$ cat src/verilog/aic_pkg.sv
// Package for the converter interrupt and limit status block
`default_nettype none
package aic_pkg;
	localparam int unsigned DATA_W        = 16;
	localparam int unsigned ADDR_W        = 5;
	localparam int unsigned NUM_SRC       = 8;
	localparam int unsigned IP_W          = 3;
	localparam int unsigned CNT_W         = 5;
	// Word addresses on word_addr_lines
	localparam logic [3:0]  ADDR_IRQ_MASK = 4'h9;
	localparam logic [3:0]  ADDR_IRQ_FLAG = 4'hA;
	localparam logic [3:0]  ADDR_LIMIT    = 4'hD;
	// Source numbers
	localparam int unsigned SRC_WDOG      = 0;
	localparam int unsigned SRC_MATCH     = 1;
	localparam int unsigned SRC_FIFO      = 2;
	localparam int unsigned SRC_SHORT_AZ  = 3;
	localparam int unsigned SRC_FULL_CAL  = 4;
	localparam int unsigned SRC_PAUSE     = 5;
	localparam int unsigned SRC_LOW_SUP   = 6;
	localparam int unsigned SRC_STBY_EXIT = 7;
	// Field positions within the mask register
	localparam int unsigned MATCH_LSB     = 8;
	localparam int unsigned THRESH_LSB    = 11;
	localparam logic [DATA_W-1:0] MASK_RESET = 16'h0000;
	// Standby exit settling time
	localparam int unsigned SETTLE_MS     = 10;
	localparam int unsigned CLK_HZ        = 10000000;

	typedef struct packed {
		logic            full_cal_done;  // full calibration finished
		logic            short_az_done;  // short auto-zero finished
		logic            low_supply;     // low-supply detector level
		logic            standby;        // standby bit
		logic            fetch;          // instruction fetch strobe
		logic            fetch_pause;    // fetched instruction has pause set
		logic [IP_W-1:0] ip;             // instruction pointer
		logic            running;        // sequencer running
		logic            seq_start;      // sequencer start from halted
		logic [CNT_W-1:0] fifo_count;    // results in FIFO
		logic            lim1_hit;       // limit 1 crossing strobe
		logic            lim2_hit;       // limit 2 crossing strobe
	} aic_events_t;
endpackage
`default_nettype wire

$ cat src/verilog/aic_core.sv
// Interrupt collection, mask and limit status registers
// Functional notes
// - Full calibration done raises source 4
// - Fetched pause instruction raises source 5
// - Low supply detection raises source 6
// - Standby exit waits 10 ms, raises 7
// - Enabled sources only drive interrupt pin
// - Flags set regardless of enable bits
// - Enable bits 0-7 mask sources in order
// - Enable bits 8-10 hold match address
// - Match zero skips first fetch after start
// - Interrupts never stop the sequencer
// - Enable bits 11-15 hold FIFO threshold
// - Status read clears flags; reset too
// - Status bits 0-7 report sources in order
// - Status bits 8-10 show instruction pointer while running
// - Status bits 11-15 show FIFO count while running
// - Limit crossing sets bit by instruction
// - Limit bits 0-7 record first limit
// - Limit register read clears; reset too
// - Registers at word addresses 9, A, D
// - Limit bits 8-15 record second limit
// - Match raised before instruction executes
// - Watchdog crossing raises source 0
`default_nettype none
module aic_core
	import aic_pkg::*;
#(
	parameter int unsigned SETTLE_CYCLES = (SETTLE_MS * (CLK_HZ / 1000))
) (
	input  wire logic              clk_i,              // 10 MHz clock
	input  wire logic              reset_i,            // sync reset, high
	input  wire logic              ce_i,               // clock enable
	input  wire logic              bus_width_select_i, // 1 = byte bus
	input  wire logic [ADDR_W-1:0] byte_addr_lines_i,  // address, bit 0 byte select in byte mode
	input  wire logic              rd_i,               // read strobe, one cycle
	input  wire logic              wr_i,               // write strobe, one cycle
	input  wire logic [DATA_W-1:0] wdata_i,            // write data
	output logic      [DATA_W-1:0] rdata_o,            // read data, registered
	input  wire logic              low_supply_pin_i,   // supply detector, asynchronous
	input  wire aic_events_t       ev_i,               // sequencer side events
	output logic                   irq_n_o             // interrupt pin, active low
);
	logic [DATA_W-1:0]  mask_q;
	logic [NUM_SRC-1:0] flag_q;
	logic [NUM_SRC-1:0] flag_d;
	logic [DATA_W-1:0]  lim_q;
	logic [DATA_W-1:0]  lim_d;
	logic               sup_meta_q;
	logic               sup_sync_q;
	logic               sup_prev_q;
	logic               first_zero_q;
	logic [CNT_W-1:0]   cnt_prev_q;
	logic               stby_done;

	// Word address from upper lines in byte mode, lower lines otherwise
	wire [3:0] word_addr_lines = bus_width_select_i ? byte_addr_lines_i[4:1]
	                                                 : byte_addr_lines_i[3:0];
	wire       byte_hi    = bus_width_select_i & byte_addr_lines_i[0];
	wire       sel_mask   = (word_addr_lines == ADDR_IRQ_MASK);
	wire       sel_flag   = (word_addr_lines == ADDR_IRQ_FLAG);
	wire       sel_lim    = (word_addr_lines == ADDR_LIMIT);
	// In byte mode each byte read clears only after the high byte is fetched
	wire       rd_last    = rd_i & (~bus_width_select_i | byte_hi);
	wire       clr_flag   = rd_last & sel_flag;
	wire       clr_lim    = rd_last & sel_lim;

	wire [IP_W-1:0]  match_addr = mask_q[MATCH_LSB +: IP_W];
	wire [CNT_W-1:0] threshold  = mask_q[THRESH_LSB +: CNT_W];

	// Match on fetch, ahead of execution; zero skipped on first fetch
	wire match_hit = ev_i.fetch & (ev_i.ip == match_addr)
	                 & ~((match_addr == '0) & first_zero_q);
	// FIFO threshold reached when the count steps onto it; zero means nothing
	wire fifo_hit  = (threshold != '0) & (ev_i.fifo_count == threshold)
	                 & (cnt_prev_q != threshold);
	wire sup_rise  = sup_sync_q & ~sup_prev_q;

	wire [NUM_SRC-1:0] events = {
		stby_done,
		sup_rise,
		ev_i.fetch & ev_i.fetch_pause,
		ev_i.full_cal_done,
		ev_i.short_az_done,
		fifo_hit,
		match_hit,
		ev_i.lim1_hit | ev_i.lim2_hit
	};

	// Set beats clear in the same cycle; mask plays no part here
	assign flag_d = (clr_flag ? '0 : flag_q) | events;

	// Limit bit chosen by the executing instruction's number
	logic [DATA_W-1:0] lim_set;
	always_comb begin
		lim_set = '0;
		lim_set[ev_i.ip] = ev_i.lim1_hit;
		lim_set[NUM_SRC + ev_i.ip] = ev_i.lim2_hit;
	end
	assign lim_d = (clr_lim ? '0 : lim_q) | lim_set;

	wire [DATA_W-1:0] flag_word = {
		ev_i.running ? ev_i.fifo_count : {CNT_W{1'b0}},
		ev_i.running ? ev_i.ip : {IP_W{1'b0}},
		flag_q
	};
	wire [DATA_W-1:0] rd_word = sel_mask ? mask_q :
	                            sel_flag ? flag_word :
	                            sel_lim  ? lim_q : '0;
	wire [7:0] rd_byte = byte_hi ? rd_word[15:8] : rd_word[7:0];

	// Pin reflects enabled flags only; the sequencer never sees it
	wire irq_any = |(flag_q & mask_q[NUM_SRC-1:0]);

	aic_settle_timer #(
		.COUNT (SETTLE_CYCLES)
	) u_settle (
		.clk_i     (clk_i),
		.reset_i   (reset_i),
		.ce_i      (ce_i),
		.standby_i (ev_i.standby),
		.done_o    (stby_done)
	);

	always_ff @(posedge clk_i) begin
		if (reset_i) begin
			sup_meta_q <= 1'b0;
			sup_sync_q <= 1'b0;
			sup_prev_q <= 1'b0;
		end else if (ce_i) begin
			sup_meta_q <= low_supply_pin_i;
			sup_sync_q <= sup_meta_q;
			sup_prev_q <= sup_sync_q;
		end
	end

	// Armed at each start; cleared once instruction zero has been fetched
	always_ff @(posedge clk_i) begin
		if (reset_i) begin
			first_zero_q <= 1'b1;
		end else if (ce_i) begin
			if (ev_i.seq_start) begin
				first_zero_q <= 1'b1;
			end else if (ev_i.fetch & (ev_i.ip == '0)) begin
				first_zero_q <= 1'b0;
			end
		end
	end

	// Byte writes update one half; word writes the whole register
	always_ff @(posedge clk_i) begin
		if (reset_i) begin
			mask_q <= MASK_RESET;
		end else if (ce_i & wr_i & sel_mask) begin
			if (!bus_width_select_i) begin
				mask_q <= wdata_i;
			end else if (byte_hi) begin
				mask_q[15:8] <= wdata_i[7:0];
			end else begin
				mask_q[7:0] <= wdata_i[7:0];
			end
		end
	end

	always_ff @(posedge clk_i) begin
		if (reset_i) begin
			flag_q     <= '0;
			lim_q      <= '0;
			cnt_prev_q <= '0;
			rdata_o    <= '0;
			irq_n_o    <= 1'b1;
		end else if (ce_i) begin
			flag_q     <= flag_d;
			lim_q      <= lim_d;
			cnt_prev_q <= ev_i.fifo_count;
			irq_n_o    <= ~irq_any;
			if (rd_i) begin
				rdata_o <= bus_width_select_i ? {8'h00, rd_byte} : rd_word;
			end
		end
	end
endmodule
`default_nettype wire

$ cat src/verilog/aic_settle_timer.sv
// Standby exit settling delay counter
`default_nettype none
module aic_settle_timer #(
	parameter int unsigned COUNT = 100000
) (
	input  wire logic clk_i,    // clock
	input  wire logic reset_i,  // sync reset
	input  wire logic ce_i,     // clock enable
	input  wire logic standby_i,// standby bit
	output logic      done_o    // one-cycle pulse after delay
);
	localparam int unsigned CW = $clog2(COUNT + 1);
	logic [CW-1:0] cnt_q;
	logic          busy_q;
	logic          stby_q;
	always_ff @(posedge clk_i) begin
		if (reset_i) begin
			cnt_q  <= '0;
			busy_q <= 1'b0;
			stby_q <= 1'b0;
			done_o <= 1'b0;
		end else if (ce_i) begin
			stby_q <= standby_i;
			done_o <= 1'b0;
			if (standby_i) begin
				busy_q <= 1'b0;
			end else if (stby_q) begin
				busy_q <= 1'b1;
				cnt_q  <= CW'(COUNT - 1);
			end else if (busy_q) begin
				if (cnt_q == '0) begin
					busy_q <= 1'b0;
					done_o <= 1'b1;
				end else begin
					cnt_q <= cnt_q - 1'b1;
				end
			end
		end
	end
endmodule
`default_nettype wire
$ cat config.mk
export PLATFORM = sky130hd
export DESIGN_NAME = aic_core
export DESIGN_NICKNAME = d
export VERILOG_FILES = /design/src/verilog/aic_pkg.sv /design/src/verilog/aic_core.sv /design/src/verilog/aic_settle_timer.sv
export SDC_FILE = /design/constraint.sdc
export NUM_CORES = 1
export LEC_CHECK = 0
export BUFFER_PORTS_ARGS = -buffer_cell sky130_fd_sc_hd__buf_4
export CORE_MARGIN = 5
export CORE_UTILIZATION = 45
export CTS_CLUSTER_SIZE = 10
export DETAILED_ROUTE_END_ITERATION = 10
export PLACE_DENSITY = 0.65
export SLEW_MARGIN = 20
export SYNTH_ARGS = -nofsm -noshare
export SYNTH_HDL_FRONTEND = slang
export SYNTH_SLANG_ARGS = --single-unit
$ cat constraint.sdc
create_clock -name clk_i -period 2.3 [get_ports clk_i]
set_input_delay 0.345 -clock clk_i [delete_from_list [all_inputs] [get_ports clk_i]]
set_output_delay 0.345 -clock clk_i [all_outputs]
set_load 0.05 [all_outputs]
After elaboration in Yosys (flattened, before gate mapping)

Cells that the tools add are included.
W data, S select, Z words.

Flip-flop bits (word level): 86
Bits in latches: 0
Bits in writable memories: 0
Bits in read-only memories: 0
Input bits: 46
Output and inout bits: 17
Word-level logic and storage cells: 100
Memories kept: 0

Add/subtract/negate cells: 2
Multiply operators: 0
Div/mod/pow operators: 0
Order comparisons: 4
Equality and inequality tests: 9
Shifts and indexed selects: 0
Mux-type cells: 31
Bitwise operators: 25
Reduce and logical (&&, ||, !) cells: 14

Operator list:

| cell                    | number |
|---|---|
| $mux W16                | 6 |
| $mux W17                | 3 |
| $mux W8                 | 4 |
| $logic_not A17 Y1       | 1 |
| $sub A17 B1 Y17 const B | 1 |
| $and A16 B8 Y16         | 1 |
| $bwmux W16              | 1 |
| $or A16 B16 Y16         | 1 |
| $and A1 B1 Y1           | 14 |
| $eq A4 B4 Y1 const B    | 3 |
| $mux W1                 | 12 |
| $and A8 B8 Y8           | 1 |
| $or A8 B8 Y8            | 1 |
| $reduce_and A2 Y1       | 4 |
| $reduce_or A8 Y1        | 1 |
| $logic_not A3 Y1        | 2 |
| $add A4 B3 Y5 const A   | 1 |
| $eq A5 B5 Y1            | 1 |
| $ge A5 B1 Y1 const B    | 1 |
| $lt A3 B5 Y1 const B    | 1 |
| $lt A5 B5 Y1 const B    | 1 |
| $mux W5                 | 1 |
| $ne A5 B5 Y1            | 1 |
| $not A1 Y1              | 5 |
| other kinds (13)        | 17 |

Depth between registers and ports, before layout

Word-level depth: 7
Gate-level depth with buffers: 6
Gate-level depth less buffers: 6

Cells and area by module

Synthesis repeated with hierarchy kept, for this count alone.

Cell total of the unflattened synthesis: 481
Area, all modules: 4142.7 µm²

By module, submodules not included:

| module           | instances | cells an instance | area an instance (µm²) | seq. area each (µm²) |
|---|---|---|---|---|
| aic_core         | 1         | 367               | 3154.3                 | 1321.3 |
| aic_settle_timer | 1         | 114               | 988.4                  | 400.4 |

Worst setup path after synthesis

OpenSTA, ideal clock, no wires.

Kind: register to register
Start point: register u_settle.cnt_q[7]
End point: register u_settle.cnt_q[15]
Library setup time: 0.074 ns
Arrival: 1.936 ns
Data required time: 2.226 ns
Setup slack: 0.290 ns
Stages on the path, launching flop included: 5
Path buffers: 0
Clock period less this slack: 2.010 ns
Cell sequence: dfxtp_1 or4_4 or4_1 or4_1 a31oi_1

Word-level cells in the longest chain between the ends: 4
Elaborated cells between the ends (all ways): 7
Classes of those cells: add/sub (1); eq/ne (1); mux (3); reduce/logical (2)

RTL lines:

| what                   | line                   | text |
|---|---|---|
| start, declared        | aic_settle_timer.sv:13 | `logic [CW-1:0] cnt_q;` |
| start signal, assigned | aic_settle_timer.sv:29 | `cnt_q <= CW'(COUNT - 1);` |
| start signal, assigned | aic_settle_timer.sv:35 | `cnt_q <= cnt_q - 1'b1;` |
| $sub A17 B1 Y17        | aic_settle_timer.sv:35 |  |
| $mux W17               | aic_settle_timer.sv:31 | `if (cnt_q == '0) begin` |
| $mux W17               | aic_settle_timer.sv:30 | `end else if (busy_q) begin` |
| $mux W17               | aic_settle_timer.sv:27 | `end else if (stby_q) begin` |

Several ways; a longest one is shown, not always the timed one. The select of a mux whose other input is x is not followed.
A chain may end at the register's enable or synchronous reset.

Worst setup path after layout

Start point: register u_settle.cnt_q[11]
End point: register u_settle.cnt_q[15]

The elaborated chain is that of the path after synthesis.

==> metrics <==
synthesized area per cell=around 8.4 sq um; EDFF count, synth=0; sequential share of the synthesized area=between 30% and 40%; Post-DP HPWL=slightly below 10,000 um; pin count of the biggest net entering global routing=30; dpl ws=193 ps; clk_lat worst skew=between 300 and 400 ps; Post-Synthesis Cell Area=between 4000 and 5000 sq um; Power Density=about 630 nW/um^2; VDD IR max=roughly 330 uV; CTS resizes=0; Area Overhead vs Synth=19.0%; gp weighted congestion=between 0.9 and 1; antenna violations before repair=0; Core Util, Final=about 55%; total vias in the final route=around 4,400; Initial Util=~46%; First-pass DRT Iterations=5; Root Driver=clkbuf_8; DR WL/cell=between 15 and 20 um; area of the multi-input gates=about 2600 sq um; hold depth=2; setup violators final=0; Final min period=2110 ps; Post-DP Area=5130 sq um; die footprint=about 12,000 sq um; core area=~9800 sq um; Max clock buf depth=2; Post-Route WL=13,200 um; startpoint types=flop; Max-Cap Viols=0; fin nets=approximately 640; vias per cell=roughly 6.0; width of the die=about 110 um; ranking of synthesized cells by area=dfxtp_1 38%, mux2i_1 7.1%, nor2_1 6.7%; first-pass GRT wire length=roughly 21,000 um; R2R depth=4; asr flop ratio synth=0%; crit-path max FO=6; grt total ovfl=0; Mapped Cells=approximately 540; top_reg_cell synth=dfxtp_1; CP endpoint kind=flop; postcts setup bufs=0; DRC=0; required time of the critical path=approximately 2600 ps; GRT Overall Usage=22.4%; clock sink total=86; TNS Setup=0 ps; Worst slew margin=52.2%; Final Instance Area=roughly 5400 sq um; clk slew on worst S/H paths=~80 ps; Fill cells=roughly 940; RSZ-0062 raised after global routing=no; Hold Vio Cnt, Final=0; IO Port Bufs=between 60 and 70; status=finished, final reports clean; Synth cell types=54; final period utilization=~90%; layout cell share with drive strength beyond 1=16.5%; number of diodes=0; Die Height=between 100 and 150 um; yosys warns=0; Tightest Pin Transition=just over 700 ps; H-tree depth=3; Setup WS post-layout=about 190 ps; post-cts hold buffer count=0; Peak Freq=474 MHz; biggest area consumer among synthesized cells=dfxtp_1; CTS buffer count=9; Yosys top cell area share=roughly two fifths; worst hold margin=between 200 and 250 ps; post-route ant nets=0; syn_nets=about 590; HP Class=in2reg; CTS tree=done; Setup CP Type=reg2reg; crit path DAT=between 2000 and 2500 ps; Initial DRC Count=around 470; Pins Over Slew Limit=0; FP Rows=36; Ports=63; register area=roughly 1700 sq um; vias in the first global route=around 4,000; #FFs+latches synth=86; Lkg Pwr=2.00 nW; clock skew=6.98 ps
[cell usage in the layout (no fill, tap or decap), types with 9 or more instances in the layout]
| cell type | n |
|---|---|
| a211oi_1 | 11 |
| a21oi_1 | 25 |
| a221oi_1 | 9 |
| a22oi_1 | 12 |
| a32oi_1 | 14 |
| buf_4 | 77 |
| clkbuf_8 | 9 |
| dfxtp_1 | 86 |
| inv_1 | 22 |
| mux2i_1 | 32 |
| nand2_1 | 32 |
| nand3b_1 | 14 |
| nor2_1 | 80 |
| nor3_1 | 10 |
| o211ai_1 | 16 |
| o21ai_0 | 19 |
| o31ai_1 | 11 |
| or3_1 | 12 |
[stage by stage]
step,power [mW],std cells
floorplan,1.94,539
global placement,2.13,717
detailed placement,2.14,717
CTS,3.39,733
global route,3.51,733
finish,3.37,733
[power breakdown]
group / switching [mW] / internal [mW] / total [mW] / leakage (nW)
logic: 0.325 / 0.218 / 0.543 / 1.19
clock network: 0.533 / 0.722 / 1.26 / 0.115
registers: 0.0396 / 1.53 / 1.57 / 0.698
[cells in the mapped netlist, drive strengths merged (3+ instances only)]
cell      n
a32oi    14
inv      22
a31oi     4
a21oi    25
buf       6
clkbuf   26
a211oi   11
a22oi    12
nor2     81
nor4      9
o32ai     9
or4       9
nor3     10
xnor2     6
a21o      3
and2      3
nor2b     3
o31ai    11
nand2    32
mux2i    32
a21boi    8
o211ai   16
a2111oi   5
a221oi    9
or3      12
nand2b    4
dfxtp    86
o21ai    19
xor2      5
nand3     8
nand3b   14
nand4     4
[layout make-up]
type                       count  area share, %
clock buffer                  12           2.52
tap                          133           3.10
timing repair buffer          77           10.8
sequential                    86           32.1
inverter                      22           1.54
clock inverter                 4           1.77
multi-input combinational    399           48.2
[path summary, 6_finish.rpt]
| kind | slack (ps) | startpoint | to |
|---|---|---|---|
| worst max register to register | 190 | u_settle.cnt_q[11] | u_settle.cnt_q[15] |
| worst max-delay path | 190 | u_settle.cnt_q[11] | u_settle.cnt_q[15] |
| worst min register to register | 460 | rdata_o[15] | rdata_o[15] |
| worst min-delay path | 220 | ev_i[7] | first_zero_q |
[kinds of logic (layout without fill, tap and decap cells)]
group | count (synthesis) | count (layout) | synth area share, %
compound gates | 154 | 154 | 25.2
xor+xnor | 11 | 11 | 2.14
fa+ha+maj | 1 | 1 | 0.278
buf+inv | 54 | 115 | 4.55
flops | 86 | 86 | 38.2
mux | 32 | 32 | 7.11
simple gates | 201 | 201 | 22.5
[flip-flops by register name, summed over array words and instances (netlist names), 5 cells and up]
register and count:
cnt_prev_q 5, flag_q 8, lim_q 16, mask_q 16, rdata_o 16, u_settle.cnt_q 17
[per-layer routing]
| layer | routed length [um] | track usage [%] |
|---|---|---|
| met1 | 5940 | 31.3 |
| met2 | 5720 | 33.5 |
| met3 | 1080 | 4.14 |
| met4 | 413 | 10.4 |
| met5 | 0 | 0 |
[worst max-delay path, cell delays in order (launching register included)]
cell	delay, ps
dfxtp_1	350
or4_1	640
or4_1	510
or4_1	400
a31oi_1	140
No activity file was read; power rests on OpenSTA's default activity.
